--- config.mk ---
export PLATFORM = sky130hd
export DESIGN_NAME = tsp_device_flat
export DESIGN_NICKNAME = d
export VERILOG_FILES = /design/src/logic/tsp_if.sv /design/src/logic/tsp_device.sv /design/src/flat_wrapper.sv
export VERILOG_INCLUDE_DIRS = /design/src /design/src/logic
export SDC_FILE = /design/constraint.sdc
export NUM_CORES = 1
export LEC_CHECK = 0
export BUFFER_PORTS_ARGS = -buffer_cell sky130_fd_sc_hd__buf_2
export CORE_MARGIN = 2
export CORE_UTILIZATION = 55
export CTS_CLUSTER_SIZE = 28
export DETAILED_ROUTE_END_ITERATION = 10
export PLACE_DENSITY = 0.7
export SKIP_CTS_REPAIR_TIMING = 1
export SKIP_LAST_GASP = 1
export SLEW_MARGIN = 20
export SYNTH_ARGS = -nofsm -noshare
export SYNTH_HDL_FRONTEND = slang
export SYNTH_SLANG_ARGS = --single-unit
--- constraint.sdc ---
create_clock -name clk_in -period 5.8 [get_ports clk_in]
set_clock_uncertainty 0.2 [all_clocks]
set_input_delay 0.29 -clock clk_in [delete_from_list [all_inputs] [get_ports clk_in]]
set_output_delay 0.29 -clock clk_in [all_outputs]
set_load 0.01 [all_outputs]
--- src/logic/tsp_cfg.svh ---
// Timing counts, field positions and reset values of the touch serial port
`ifndef TSP_CFG_SVH
`define TSP_CFG_SVH
`define TSP_CLK_MHZ 100
`define TSP_CMD_BITS 8
`define TSP_SHORT_READ 8
`define TSP_LONG_READ 16
`define TSP_WORD_BITS 16
`define TSP_CMD_LONG_BIT 3
`define TSP_CONV_NS 1000
`define TSP_CONV_CYCLES ((`TSP_CONV_NS * `TSP_CLK_MHZ + 999) / 1000)
`define TSP_HOST_HALF 8
`define TSP_FIFO_DEPTH 32
`define TSP_PEN_RESET 1'b1
`define TSP_CS_RESET 1'b1
`endif

--- src/logic/tsp_if.sv ---
// Serial link between the host and the touch controller port
interface tsp_if;
    logic cs_n;
    logic sclk;
    logic serial_in_pin;
    logic serial_out_pin;
    logic serial_out_oe;
    logic pen_touch_irq_n;
    // Undriven output line is seen as low by the host
    logic serial_out_level;
    assign serial_out_level = serial_out_oe & serial_out_pin;
    modport dev (
        input cs_n, sclk, serial_in_pin,
        output serial_out_pin, serial_out_oe, pen_touch_irq_n
    );
    modport host (
        output cs_n, sclk, serial_in_pin,
        input serial_out_level, pen_touch_irq_n
    );
endinterface : tsp_if

--- src/logic/tsp_device.sv ---
// Touch controller end: serial slave, result FIFO and pen interrupt
`include "tsp_cfg.svh"

module tsp_fifo #(
    parameter int WIDTH = `TSP_WORD_BITS,
    parameter int DEPTH = `TSP_FIFO_DEPTH
) (
    input wire logic clk_in,
    input wire logic rst_in,
    input wire logic [WIDTH-1:0] in_data_in,
    input wire logic in_valid_in,
    output logic in_ready_out,
    output logic [WIDTH-1:0] out_data_out,
    output logic out_valid_out,
    input wire logic out_ready_in
);
    localparam int AW = $clog2(DEPTH);
    localparam int CW = AW + 1;

    if (DEPTH < 2 || (1 << AW) != DEPTH) begin : g_check
        $error("tsp_fifo depth must be a power of two of at least 2");
    end

    logic [WIDTH-1:0] mem_q [DEPTH];
    logic [AW-1:0] wr_ptr_q;
    logic [AW-1:0] rd_ptr_q;
    logic [CW-1:0] count_q;
    logic [CW-1:0] count_d;
    logic not_full_q;

    wire push = in_valid_in & not_full_q;
    wire pop = out_ready_in & (count_q != '0);
    assign count_d = count_q + CW'(push) - CW'(pop);
    assign in_ready_out = not_full_q;
    assign out_valid_out = count_q != '0;
    assign out_data_out = mem_q[rd_ptr_q];

    always_ff @(posedge clk_in) begin
        if (push) begin
            mem_q[wr_ptr_q] <= in_data_in;
        end
    end

    always_ff @(posedge clk_in) begin
        if (rst_in) begin
            wr_ptr_q <= '0;
            rd_ptr_q <= '0;
            count_q <= '0;
            not_full_q <= 1'b1;
        end else begin
            wr_ptr_q <= wr_ptr_q + AW'(push);
            rd_ptr_q <= rd_ptr_q + AW'(pop);
            count_q <= count_d;
            not_full_q <= count_d != CW'(DEPTH);
        end
    end
endmodule : tsp_fifo

module tsp_device #(
    parameter int CONV_CYCLES = `TSP_CONV_CYCLES
) (
    input wire logic clk_in,
    input wire logic rst_in,
    tsp_if.dev link,
    input wire logic pen_touch_in,
    input wire logic [`TSP_WORD_BITS-1:0] res_data_in,
    input wire logic res_valid_in,
    output logic res_ready_out,
    output logic cmd_valid_out,
    output logic [`TSP_CMD_BITS-1:0] cmd_byte_out,
    output logic conv_busy_out,
    output logic conv_done_out
);
    localparam int WB = `TSP_WORD_BITS;
    localparam int CB = `TSP_CMD_BITS;

    if (CONV_CYCLES < 2 || CONV_CYCLES > 65535) begin : g_check
        $error("tsp_device conversion time out of range");
    end

    // Pin synchronisers; edge detection looks at stages two and three only
    logic [2:0] sclk_sync_q;
    logic [1:0] cs_sync_q;
    logic [1:0] sdi_sync_q;

    logic [3:0] bit_cnt_q;
    logic [CB-1:0] cmd_sr_q;
    logic cmd_taken_q;
    logic [15:0] conv_cnt_q;
    logic busy_q;
    logic conv_end_q;
    logic [WB-1:0] tx_sr_q;
    logic data_phase_q;
    logic sdo_q;
    logic sdo_oe_q;
    logic pen_n_q;
    logic cmd_valid_q;
    logic [CB-1:0] cmd_byte_q;
    logic done_q;

    logic [WB-1:0] fifo_data;
    logic fifo_valid;
    logic fifo_ready;

    wire sclk_rise = sclk_sync_q[1] & ~sclk_sync_q[2];
    wire sclk_fall = ~sclk_sync_q[1] & sclk_sync_q[2];
    wire selected = ~cs_sync_q[1];
    wire rise_sel = selected & sclk_rise;
    wire fall_sel = selected & sclk_fall;
    wire cmd_done = rise_sel & ~cmd_taken_q & (bit_cnt_q == 4'(CB - 1));
    wire [CB-1:0] cmd_next = {cmd_sr_q[CB-2:0], sdi_sync_q[1]};
    wire conv_done = busy_q & (conv_cnt_q == 16'h0001);
    wire [WB-1:0] load_word = fifo_valid ? fifo_data : '0;
    wire pop_word = conv_done & fifo_valid;

    tsp_fifo #(
        .WIDTH(WB),
        .DEPTH(`TSP_FIFO_DEPTH)
    ) u_fifo (
        .clk_in(clk_in),
        .rst_in(rst_in),
        .in_data_in(res_data_in),
        .in_valid_in(res_valid_in),
        .in_ready_out(fifo_ready),
        .out_data_out(fifo_data),
        .out_valid_out(fifo_valid),
        .out_ready_in(pop_word)
    );

    always_ff @(posedge clk_in) begin
        if (rst_in) begin
            sclk_sync_q <= '0;
            cs_sync_q <= {2{`TSP_CS_RESET}};
            sdi_sync_q <= '0;
        end else begin
            sclk_sync_q <= {sclk_sync_q[1:0], link.sclk};
            cs_sync_q <= {cs_sync_q[0], link.cs_n};
            sdi_sync_q <= {sdi_sync_q[0], link.serial_in_pin};
        end
    end

    // Command shifter: rising sample, msb first, command
    always_ff @(posedge clk_in) begin
        if (rst_in || !selected) begin
            bit_cnt_q <= '0;
            cmd_sr_q <= '0;
            cmd_taken_q <= 1'b0;
        end else if (rise_sel && !cmd_taken_q) begin
            cmd_sr_q <= cmd_next;
            bit_cnt_q <= bit_cnt_q + 4'h1;
            cmd_taken_q <= cmd_done;
        end
    end

    always_ff @(posedge clk_in) begin
        if (rst_in) begin
            cmd_valid_q <= 1'b0;
            cmd_byte_q <= '0;
        end else begin
            cmd_valid_q <= cmd_done;
            if (cmd_done) begin
                cmd_byte_q <= cmd_next;
            end
        end
    end

    // Conversion timer, restarted by every command
    always_ff @(posedge clk_in) begin
        if (rst_in) begin
            busy_q <= 1'b0;
            conv_cnt_q <= '0;
            done_q <= 1'b0;
        end else begin
            done_q <= conv_done;
            if (cmd_done) begin
                busy_q <= 1'b1;
                conv_cnt_q <= 16'(CONV_CYCLES);
            end else if (conv_done) begin
                busy_q <= 1'b0;
                conv_cnt_q <= '0;
            end else if (busy_q) begin
                conv_cnt_q <= conv_cnt_q - 16'h0001;
            end
        end
    end

    // Result shifter; the word is only loaded when conversion ends, so the
    // falling edge right after the command never shifts it
    always_ff @(posedge clk_in) begin
        if (rst_in || !selected) begin
            tx_sr_q <= '0;
            data_phase_q <= 1'b0;
            sdo_q <= 1'b0;
        end else if (conv_done) begin
            tx_sr_q <= load_word;
            data_phase_q <= 1'b1;
            sdo_q <= load_word[WB-1];
        end else if (fall_sel && data_phase_q) begin
            tx_sr_q <= {tx_sr_q[WB-2:0], 1'b0};
            sdo_q <= tx_sr_q[WB-2];
        end
    end

    always_ff @(posedge clk_in) begin
        if (rst_in) begin
            sdo_oe_q <= 1'b0;
        end else begin
            sdo_oe_q <= selected;
        end
    end

    // Touch latch: conversion end wins over a release in the same cycle
    always_ff @(posedge clk_in) begin
        if (rst_in) begin
            conv_end_q <= 1'b0;
        end else if (conv_done) begin
            conv_end_q <= 1'b1;
        end else if (!pen_touch_in) begin
            conv_end_q <= 1'b0;
        end
    end

    // pen line: low while touched until end, low while busy
    always_ff @(posedge clk_in) begin
        if (rst_in) begin
            pen_n_q <= `TSP_PEN_RESET;
        end else begin
            pen_n_q <= ~((pen_touch_in & ~conv_end_q & ~conv_done) | (busy_q & ~conv_done) | cmd_done);
        end
    end

    assign link.serial_out_pin = sdo_q;
    assign link.serial_out_oe = sdo_oe_q;
    assign link.pen_touch_irq_n = pen_n_q;
    assign res_ready_out = fifo_ready;
    assign cmd_valid_out = cmd_valid_q;
    assign cmd_byte_out = cmd_byte_q;
    assign conv_busy_out = busy_q;
    assign conv_done_out = done_q;
endmodule : tsp_device

--- src/flat_wrapper.sv ---
// flat-port wrapper written by rule: the top's interface ports become plain ports
module tsp_device_flat 
#(
    parameter int CONV_CYCLES = `TSP_CONV_CYCLES
)
  (clk_in, rst_in, pen_touch_in, res_data_in, res_valid_in, res_ready_out, cmd_valid_out, cmd_byte_out, conv_busy_out, conv_done_out, link_cs_n, link_sclk, link_serial_in_pin, link_serial_out_pin, link_serial_out_oe, link_pen_touch_irq_n);
  tsp_if link_i ();
  input wire logic clk_in;
  input wire logic rst_in;
  input wire logic pen_touch_in;
  input wire logic [`TSP_WORD_BITS-1:0] res_data_in;
  input wire logic res_valid_in;
  output logic res_ready_out;
  output logic cmd_valid_out;
  output logic [`TSP_CMD_BITS-1:0] cmd_byte_out;
  output logic conv_busy_out;
  output logic conv_done_out;
  input wire logic [$bits(link_i.cs_n)-1:0] link_cs_n;
  input wire logic [$bits(link_i.sclk)-1:0] link_sclk;
  input wire logic [$bits(link_i.serial_in_pin)-1:0] link_serial_in_pin;
  output wire logic [$bits(link_i.serial_out_pin)-1:0] link_serial_out_pin;
  output wire logic [$bits(link_i.serial_out_oe)-1:0] link_serial_out_oe;
  output wire logic [$bits(link_i.pen_touch_irq_n)-1:0] link_pen_touch_irq_n;
  assign link_i.cs_n = link_cs_n;
  assign link_i.sclk = link_sclk;
  assign link_i.serial_in_pin = link_serial_in_pin;
  assign link_serial_out_pin = link_i.serial_out_pin;
  assign link_serial_out_oe = link_i.serial_out_oe;
  assign link_pen_touch_irq_n = link_i.pen_touch_irq_n;
  tsp_device #(.CONV_CYCLES(CONV_CYCLES)) u_core (.clk_in(clk_in), .rst_in(rst_in), .link(link_i), .pen_touch_in(pen_touch_in), .res_data_in(res_data_in), .res_valid_in(res_valid_in), .res_ready_out(res_ready_out), .cmd_valid_out(cmd_valid_out), .cmd_byte_out(cmd_byte_out), .conv_busy_out(conv_busy_out), .conv_done_out(conv_done_out));
endmodule
# Word-level counts from Yosys, hierarchy flattened
# Memory sizes are Yosys's and may differ from the RTL's. A register that Yosys moved wholly into a read port is not among the register bits.
# Index checks and enable logic that the tools add are counted.
# word_totals
register_bits	83
mem_bits_rw	512
input_bits	23
elab_cells	79
mem_count	1
# op_classes
addsub	6
eq_ne	4
n_mux	15
bitwise	22
n_reduce_logical	9
# mem_list
name	words	width	read_ports	rd_clocked_by_memory_dff	wr	line_no	rtl
u_core.u_fifo.mem_q	32	16	1	1	1	tsp_device.sv:24	logic [WIDTH-1:0] mem_q [DEPTH];
# op_table
op	count
$mux W15	2
$mux W7	3
$eq A16 B1 Y1 const B	1
$mux W16	1
$sub A16 B1 Y16 const B	1
$and A1 B1 Y1	13
$add A5 B1 Y5	2
$mux W1	8
$not A1 Y1	7
$add A6 B1 Y6	1
$ne A6 B6 Y1 const B	1
$reduce_bool A6 Y1	1
$sub A6 B1 Y6	1
$mux W5	1
$add A4 B1 Y4 const B	1
$eq A4 B3 Y1 const B	1
$reduce_bool A2 Y1	2
$reduce_bool A3 Y1	1
$reduce_or A3 Y1	1
$logic_and A1 B1 Y1	2
$ne A2 B1 Y1 const B	1
$or A1 B1 Y1	2
$logic_not A1 Y1	1
$logic_or A1 B1 Y1	1

# Depth between registers and ports, before layout
# Gate-level depths: netlist of the first run.
# logic_depth
depth_word	7
depth_mapped	12

# Cells and area by module
# A second synthesis of the first run with hierarchy kept.
# hier_totals
hier_cells	1344
hier_area_um2	23157.2
# by_module_without_submodules
module	instances	cells_each	area_per_inst_um2	seq_area_each_um2
tsp_fifo	1	1055	20576.0	15715.1
tsp_device	1	289	2581.2	1321.3

# Worst setup path before layout of the first run
# No wires, ideal clock.
# synth_path
kind	reg2reg
startpoint	register u_core.conv_cnt_q[5]
endpoint	register u_core.u_fifo.not_full_q (netlist: u_core.u_fifo.in_ready_out)
t_arrival_ns	2.561
t_required_ns	5.462
slack_ns	2.901
path_stages_with_launch	11
n_path_buf	0
synth_period_minus_slack_ns	2.899
path_cell_list	dfxtp_1 nor4_2 nand2b_2 nor4_4 nand2_1 ha_1 a21o_1 a21o_1 a211o_1 o311ai_0 nand4_1
# synth_between
elab_chain_len	6
# synth_rtl
element	line_no	rtl
start, declared	tsp_device.sv:89	logic [15:0] conv_cnt_q;
start signal, assigned	tsp_device.sv:177	conv_cnt_q <= 16'(CONV_CYCLES);
start signal, assigned	tsp_device.sv:182	conv_cnt_q <= conv_cnt_q - 16'h0001;
$eq A16 B1 Y1	tsp_device.sv:112	wire conv_done = busy_q & (conv_cnt_q == 16'h0001);
$and A1 B1 Y1	tsp_device.sv:112	
$and A1 B1 Y1	tsp_device.sv:114	wire pop_word = conv_done & fifo_valid;
$and A1 B1 Y1	tsp_device.sv:32	wire pop = out_ready_in & (count_q != '0);
$sub A6 B1 Y6	tsp_device.sv:33	assign count_d = count_q + CW'(push) - CW'(pop);
$ne A6 B6 Y1	tsp_device.sv:54	not_full_q <= count_d != CW'(DEPTH);
end signal, assigned	tsp_device.sv:54	
end, declared	tsp_device.sv:29	logic not_full_q;
# Every way passes these cells.
# A chain may end at the register's enable or synchronous reset.

==> results of run 1 <==
[power groups by stage]
| stage | Sequential [W] | Clock, W | Combinational (W) |
|---|---|---|---|
| 2_1_floorplan | 0.00483 | 0 | 0.000243 |
| 3_3_place_gp | 0.00483 | 0 | 0.000413 |
| 6_report | 0.00475 | 0.00359 | 0.000425 |
| 4_1_cts | 0.00475 | 0.00365 | 0.000424 |
| 3_5_place_dp | 0.00484 | 0 | 0.000421 |
| 5_1_grt | 0.00475 | 0.00382 | 0.000465 |
[worst reg2reg max path: stages, from the launching register on]
cell and delay [ns]:
dfxtp_4 0.88, buf_4 0.74, nand3b_1 0.68, o221ai_1 0.25, a211oi_1 0.39, o32ai_2 0.14
[cell families after synthesis]
family / after synthesis
AO/OA/AOI/OAI: 144
XOR/XNOR: 26
adder cells (fa/ha/maj): 14
buffers and inverters: 87
flip-flops: 595
multiplexers: 198
AND/OR/NAND/NOR: 213
[state kept, by name, summed over array words and instances, names as in the netlist, 2 cells and up]
signal	cells
u_core.u_fifo.mem_q	512
u_core.conv_cnt_q	16
u_core.tx_sr_q	15
u_core.cmd_byte_out	8
u_core.cmd_sr_q	7
u_core.u_fifo.count_q	6
u_core.u_fifo.rd_ptr_q	5
u_core.u_fifo.wr_ptr_q	5
u_core.bit_cnt_q	4
u_core.sclk_sync_q	3
u_core.cs_sync_q	2
u_core.sdi_sync_q	2
[metal layers]
| metal | GRT usage (%) | wire, um | up-vias |
|---|---|---|---|
| met5 | 0 | 22 | - |
| met4 | 8.39 | 1700 | 4 |
| met3 | 4.25 | 3740 | 90 |
| met2 | 34.7 | 22800 | 480 |
| met1 | 33.6 | 20900 | 6034 |
| li1 | - | - | 5245 |
[cells in the final DEF, fill, tap and decap left out, drive strengths merged, types with 2 or more instances in the layout]
cell | netlist | final
ha | 13 | 13
mux2i | 72 | 72
o21ai | 18 | 18
buf | 35 | 83
nand3 | 9 | 9
clkinv | 0 | 30
nand4 | 4 | 4
dlygate4sd3 | 0 | 4
dfxtp | 83 | 83
nor3b | 2 | 2
a21o | 4 | 4
o311ai | 2 | 2
xnor2 | 15 | 15
a31oi | 2 | 2
clkbuf | 36 | 74
a21oi | 45 | 45
nor2 | 85 | 85
nor2b | 12 | 12
a221oi | 14 | 14
nand4b | 2 | 2
mux4 | 96 | 96
a211oi | 16 | 16
o22ai | 3 | 3
nand2 | 65 | 65
or3 | 3 | 3
bufinv | 0 | 3
mux2 | 30 | 30
xor2 | 11 | 11
clkinvlp | 0 | 2
o221ai | 15 | 15
edfxtp | 512 | 512
or2 | 3 | 3
inv | 16 | 17
nand3b | 7 | 7
nor4 | 5 | 5
nor3 | 4 | 4
a211o | 2 | 2
o32ai | 16 | 16
nor4b | 3 | 3
a22o | 2 | 2
[worst paths after layout]
| kind | start | end | cells past startpoint |
|---|---|---|---|
| worst min register to register | u_core.cs_sync_q[0]$_SDFF_PP1_ | u_core.cs_sync_q[1]$_SDFF_PP1_ | 1 |
| worst max register to register | u_core.u_fifo.rd_ptr_q[1]$_SDFF_PP0_ | u_core.tx_sr_q[8]$_SDFFE_PP0P_ | 5 |
| worst max-delay path | u_core.u_fifo.rd_ptr_q[1]$_SDFF_PP0_ | u_core.tx_sr_q[8]$_SDFFE_PP0P_ | 5 |
| worst min-delay path | res_data_in[13] | u_core.u_fifo.mem_q[2][13]$_DFFE_PP_ | 1 |
[area by class of cell]
type,instances,area share [%]
sequential,595,65.5
multi-input combinational,595,22.4
clock buffer,74,5.97
tap,539,2.59
timing repair buffer,87,2.24
clock inverter,36,1.05
inverter,16,0.231
[through the flow]
| step | cell area [sq um] | util (%) | power (W) | hold slack [ns] |
|---|---|---|---|---|
| 2_1_floorplan | 23300 | - | 0.00508 | 0.189 |
| 3_3_place_gp | 24100 | 57.7 | 0.00525 | 0.201 |
| 3_5_place_dp | 24100 | 57.7 | 0.00526 | 0.217 |
| 4_1_cts | 26000 | 62.1 | 0.00882 | -0.355 |
| 5_1_grt | 26000 | 62.2 | 0.00903 | 0.0141 |
| 6_report | 26000 | 62.2 | 0.00876 | 0.0188 |
==> impl_metrics.json, run 1 <==
{
  "max_stage_delay_ns": 0.88,
  "critPathSlowestCell": "dfxtp_4",
  "synth_top_family_by_area": "multiplexers",
  "synthAdderAreaFrac_pct": 0.784,
  "synth_area_sq_um": 23300,
  "first_iter_violations": 1206,
  "p_sw_share_pct": 21.3,
  "power.density_nw_per_um2": 337,
  "design.die.area_sq_um": 44000,
  "nets": 1391,
  "crit_buf_inv": 1,
  "async_flop_share_pct": 0,
  "slew_headroom_pct": 41.9,
  "setup.worst_path.end_class": "register",
  "rrSetupSlack_ns": 2.40,
  "synth_fp_nets": 1314,
  "rows": 75,
  "placed_cells": 1828,
  "rsz0062_at_grt": "false",
  "yosysMostFrequentCell": "edfxtp_1",
  "cts.clk_slew.worst_paths_ns": 0.06,
  "fmax_mhz": 294,
  "first_pass_iters": 5,
  "hold_viol_final": 0,
  "worstMarginPinSlew_ns": 0.871,
  "place_hpwl_mm": 28.1,
  "via_per_inst": 6.10,
  "startpoint_type": "register",
  "slew_violations": 0,
  "dp_slack_ns": 2.38,
  "peakVddDrop_v": 0.000240,
  "gp_congestion": 0.821,
  "worstHoldPathType": "primary input to register",
  "start_util_pct": 55.7,
  "synth_area_per_cell_sq_um": 18.2,
  "syn_inst": 1277,
  "yosysWarningCount": 0,
  "grt_max_degree": 67,
  "vias": 11853,
  "overflow": 0,
  "p_int_w": 0.00689,
  "setup_viol": 0,
  "setup_tns_ns": 0,
  "synthSimpleGateAreaFrac_pct": 4.50,
  "synth_cell_types": 68,
  "p_sw_w": 0.00186,
  "synth_compound_area_share_pct": 4.67,
  "stdcell_count": 1942,
  "worst_slack_ns": 2.40,
  "grt_pass1_vias": 11798,
  "wl_per_cell_um": 25.4,
  "cts_tree": "built",
  "clkPwrFrac_pct": 40.9,
  "cp_max_fo": 53,
  "required_ns": 6.05,
  "seqPwrFrac_pct": 54.2,
  "synth_area_leaders": "edfxtp_1 66%, mux4_2 8.1%, dfxtp_1 7.1%, mux2i_1 3.1%, mux2_2 1.5%",
  "ant_nets": 0,
  "period_needed_ns": 3.40,
  "synthMuxAreaShare_pct": 14.0,
  "fill_cells": 2928,
  "critPathTopFamily": "flip-flops",
  "drt-total-wl_mm": 49.2,
  "portBuffers": 37,
  "synth_xor_area_share_pct": 0.977,
  "die_w_um": 210,
  "cts.sinks": 595,
  "multi_input_comb_area_sq_um": 5830,
  "die_h_um": 210,
  "synth_edf_count": 512,
  "insertion_delay_ns": 0.64,
  "n_antenna_cell": 0,
  "cap_violations": 0,
  "drive_gt1_share_pct": 22.2,
  "numCtsBuffers": 59,
  "combPwrFrac_pct": 4.9,
  "root_buffer": "clkbuf_16",
  "seqCellArea_sq_um": 17000,
  "synth_top_flop_cell": "edfxtp_1",
  "route.detailed.drc": 0,
  "area_growth_pct": 11.7,
  "seq_area_frac_synth_pct": 73.1,
  "antenna_found_initial": 2,
  "synth_top_area_share_pct": 66.0,
  "coreArea_sq_um": 41900,
  "path_cells": "buf_4 -> nand3b_1 -> o221ai_1 -> a211oi_1 -> o32ai_2",
  "critPathKind": "register to register",
  "cts.htree.levels": 2,
  "cp.arrival_ns": 3.65,
  "p_leak_nw": 8.17,
  "outcome": "complete, no violations",
  "io_pins": 38,
  "synthTopCellsByCount": "512 x edfxtp_1, 84 x mux4_2, 83 x dfxtp_1, 83 x nor2_1, 72 x mux2i_1",
  "layout_worst_path_cycle_share_pct": 58.6,
  "track_usage_pct": 22.9,
  "ys_ff_latch": 595,
  "clock_path_buffers": 3,
  "grt_pass1_wl_mm": 73.5,
  "synth_top_area_cell": "edfxtp_1"
}
Power figures use the tool's default switching activity.
==> inputs of run 2 (changes only) <==
--- a/config.mk
+++ b/config.mk
@@ -6,6 +6,7 @@
 export SDC_FILE = /design/constraint.sdc
 export NUM_CORES = 1
 export LEC_CHECK = 0
+export ABC_AREA = 1
 export BUFFER_PORTS_ARGS = -buffer_cell sky130_fd_sc_hd__buf_2
 export CORE_MARGIN = 2
 export CORE_UTILIZATION = 55
==> constraint.sdc (replaced) <==
create_clock -name clk_in -period 3.3 [get_ports clk_in]
set_clock_uncertainty 0.2 [all_clocks]
set_input_delay 0.165 -clock clk_in [delete_from_list [all_inputs] [get_ports clk_in]]
set_output_delay 0.165 -clock clk_in [all_outputs]
set_load 0.01 [all_outputs]
==> run 2 against run 1 <==
  * The run now ends with negative hold slack left
  * Maximum frequency increased by 16%
  * Area after synthesis increased by 7.0%
  * Flip-flop and latch count unchanged
  * Routed wire length increased by 21%
  * Global-route usage increased by 2.4 points
  * Clock power increased by 90%
  * Clock-buffer cell count increased by 7
==> impl_metrics.json, run 2 <==
{
  "synth_compound_area_share_pct": 2.99,
  "reg.largest.list": "u_core.u_fifo.mem_q x512, u_core.conv_cnt_q x16, u_core.tx_sr_q x15",
  "rrSetupSlack_ns": 0.38,
  "ys_ff_latch": 595,
  "cp_max_fo": 4,
  "seq_area_frac_synth_pct": 68.4,
  "path_depth": 15,
  "start_util_pct": 56.0,
  "synth_top_flop_cell": "edfxtp_1",
  "largest_register": "u_core.u_fifo.mem_q",
  "track_usage_pct": 25.3,
  "ant_nets": 0,
  "setup_tns_ns": 0,
  "stdcell_count": 3125,
  "place_area_sq_um": 25900,
  "gp_congestion": 0.871,
  "antenna_found_initial": 0,
  "worstMarginPinSlew_ns": 0.888,
  "synth_fp_nets": 2454,
  "first_iter_violations": 1846,
  "nets": 2521,
  "vias": 17103,
  "route.detailed.drc": 0,
  "slew_violations": 0,
  "setup.worst_path.end_class": "register",
  "via_per_inst": 5.47,
  "finalPower_w": 0.0159,
  "path_cells": "inv_1 -> ha_1 -> inv_1 -> nor3_4 -> nand3_4 -> o21ai_0 -> nand2_1 -> ha_1 -> fa_1 -> a21oi_1 -> o21ai_0 -> xnor2_1 -> nand4_1 -> nor2_1 -> nand2_1",
  "drt-total-wl_mm": 59.4,
  "min_path_cells": 6,
  "dp_slack_ns": 0.401,
  "synthMuxAreaShare_pct": 0,
  "placed_cells": 2993,
  "synthTopCellsByCount": "723 x nand2_1, 512 x edfxtp_1, 331 x nand3_1",
  "synth_area_leaders": "edfxtp_1 62%, nand2_1 11%, dfxtp_1 6.7%, nand3_1 6.6%, inv_1 4.0%",
  "p_sw_share_pct": 21.4,
  "p_leak_nw": 11.1,
  "reg2reg_to": "u_core.u_fifo.in_ready_out$_SDFF_PP1_",
  "p_int_w": 0.0125,
  "cts.sinks": 595,
  "violations": "negative hold slack",
  "max_stage_delay_ns": 0.44,
  "die_w_um": 217,
  "synth_area_sq_um": 24900,
  "setup_viol": 0,
  "worst_r2r_path_depth": 15,
  "p_sw_w": 0.00340,
  "grt_pass1_wl_mm": 90.6,
  "cap_violations": 0,
  "coreArea_sq_um": 44500,
  "cts.clk_slew.worst_paths_ns": 0.06,
  "synth_top_area_share_pct": 61.7,
  "critPathTopFamily": "adder cells",
  "syn_inst": 2417,
  "root_buffer": "clkbuf_16",
  "cts.htree.levels": 2,
  "period_needed_ns": 2.92,
  "peakVddDrop_v": 0.000534,
  "n_antenna_cell": 0,
  "place_hpwl_mm": 34.2,
  "critPathSlowestCell": "fa_1",
  "fmax_mhz": 342,
  "yosysMostFrequentCell": "nand2_1",
  "numCtsBuffers": 59,
  "layout_worst_path_cycle_share_pct": 88.6,
  "grt_pass1_vias": 16404,
  "outcome": "finished, violations left",
  "synth_cell_types": 35,
  "synth_top_family_by_area": "simple AND/OR/NAND/NOR gates",
  "io_pins": 38,
  "cp.arrival_ns": 3.24,
  "crit_buf_inv": 2,
  "yosysWarningCount": 0,
  "fin_area_sq_um": 28100,
  "power.density_nw_per_um2": 565,
  "required_ns": 3.61,
  "insertion_delay_ns": 0.63,
  "seqPwrFrac_pct": 52.4,
  "slew_headroom_pct": 40.7,
  "hold_viol_final": 6,
  "synth_xor_area_share_pct": 0.422,
  "area_growth_pct": 12.7,
  "critPathKind": "register to register",
  "rows": 77,
  "startpoint_type": "register",
  "synth_top_area_cell": "edfxtp_1",
  "design.die.area_sq_um": 47000,
  "worstHoldPathType": "primary input to register",
  "async_flop_share_pct": 0,
  "combPwrFrac_pct": 4.6,
  "clock_path_buffers": 3,
  "overflow": 0,
  "drive_gt1_share_pct": 8.49,
  "clkPwrFrac_pct": 43.0,
  "final_common_cell": "nand2_1",
  "die_h_um": 217,
  "synth_edf_count": 512,
  "cts_tree": "built",
  "synth_area_per_cell_sq_um": 10.3,
  "synthAdderAreaFrac_pct": 0.733,
  "worst_slack_ns": 0.376,
  "wl_per_cell_um": 19.0,
  "layout_common_cells": "723 x nand2_1, 512 x edfxtp_1, 331 x nand3_1",
  "portBuffers": 37,
  "synthSimpleGateAreaFrac_pct": 21.3,
  "grt_max_degree": 143,
  "rsz0062_at_grt": "false",
  "hold-path-endpoint": "u_core.u_fifo.count_q[1]$_SDFF_PP0_",
  "largest_reg_flops": 512,
  "first_pass_iters": 6,
  "hp-start": "res_valid_in",
  "worstReg2RegStart": "u_core.conv_cnt_q[1]$_SDFFE_PP0P_",
  "startpoint": "u_core.conv_cnt_q[1]$_SDFFE_PP0P_",
  "hold_ws_ns": -0.0308
}
run 2: cell types whose count changed after synthesis, moves of 26 or more:
cell     change
nand2_1    +660
nand3_1    +322
inv_1      +248
nor2_1      +99
mux4_2      -84
mux2i_1     -72
o21ai_0     +50
mux2_2      -30
buf_2       +27
a21oi_1     +26
run 2: how the worst max path moves through the flow:
stage                                                 end  slack [ns]
global route        u_core.u_fifo.in_ready_out$_SDFF_PP1_        0.06
detailed placement  u_core.u_fifo.in_ready_out$_SDFF_PP1_        0.40
global placement    u_core.u_fifo.in_ready_out$_SDFF_PP1_        0.45
CTS                 u_core.u_fifo.in_ready_out$_SDFF_PP1_        0.38
finish              u_core.u_fifo.in_ready_out$_SDFF_PP1_        0.38
floorplan           u_core.u_fifo.in_ready_out$_SDFF_PP1_        0.26
run 2: routing by layer:
layer  vias to the layer above  track usage, %  share of wire [%]
met2                       617            42.0                 48
met4                         0            8.63                2.9
met3                       108            4.04                7.7
met1                      8262            34.2                 41
met5                         -               0                  0
li1                       8116               -                  -
run 2: kinds of logic after synthesis:
family	Yosys count
compound gates	145
xor+xnor	12
fa+ha+maj	14
buf+inv	384
flops	595
simple gates	1267
run 2: power by group through the flow:
stage               clock network, W  logic [W]  registers [W]
finish                       0.00683   0.000729        0.00833
CTS                          0.00691   0.000706        0.00833
detailed placement                 0   0.000699        0.00849
floorplan                          0   0.000383        0.00848
global placement                   0   0.000678        0.00848
global route                 0.00718   0.000808        0.00833
run 2: metrics by stage:
stage / util [%] / hold slack (ns)
floorplan: - / 0.0639
global placement: 58.1 / 0.175
detailed placement: 58.1 / 0.179
CTS: 62.6 / -0.481
global route: 63.1 / 0.0119
finish: 63.1 / -0.0308
run 2: tightest hold or removal path, stage by stage:
cell and delay, ns:
buf_2 0.08, nand2_1 0.08, nand2_1 0.13, fa_1 0.17
inv_1 0.06, nor2_1 0.07
run 2: layout make-up:
type | count | area [sq um]
Multi-Input combinational cell | 1438 | 6330
Inverter | 267 | 1010
Clock buffer | 81 | 1690
Sequential cell | 595 | 17000
Fill cell | 3486 | 16400
Tap cell | 592 | 741
Timing Repair Buffer | 123 | 973
Clock inverter | 29 | 300
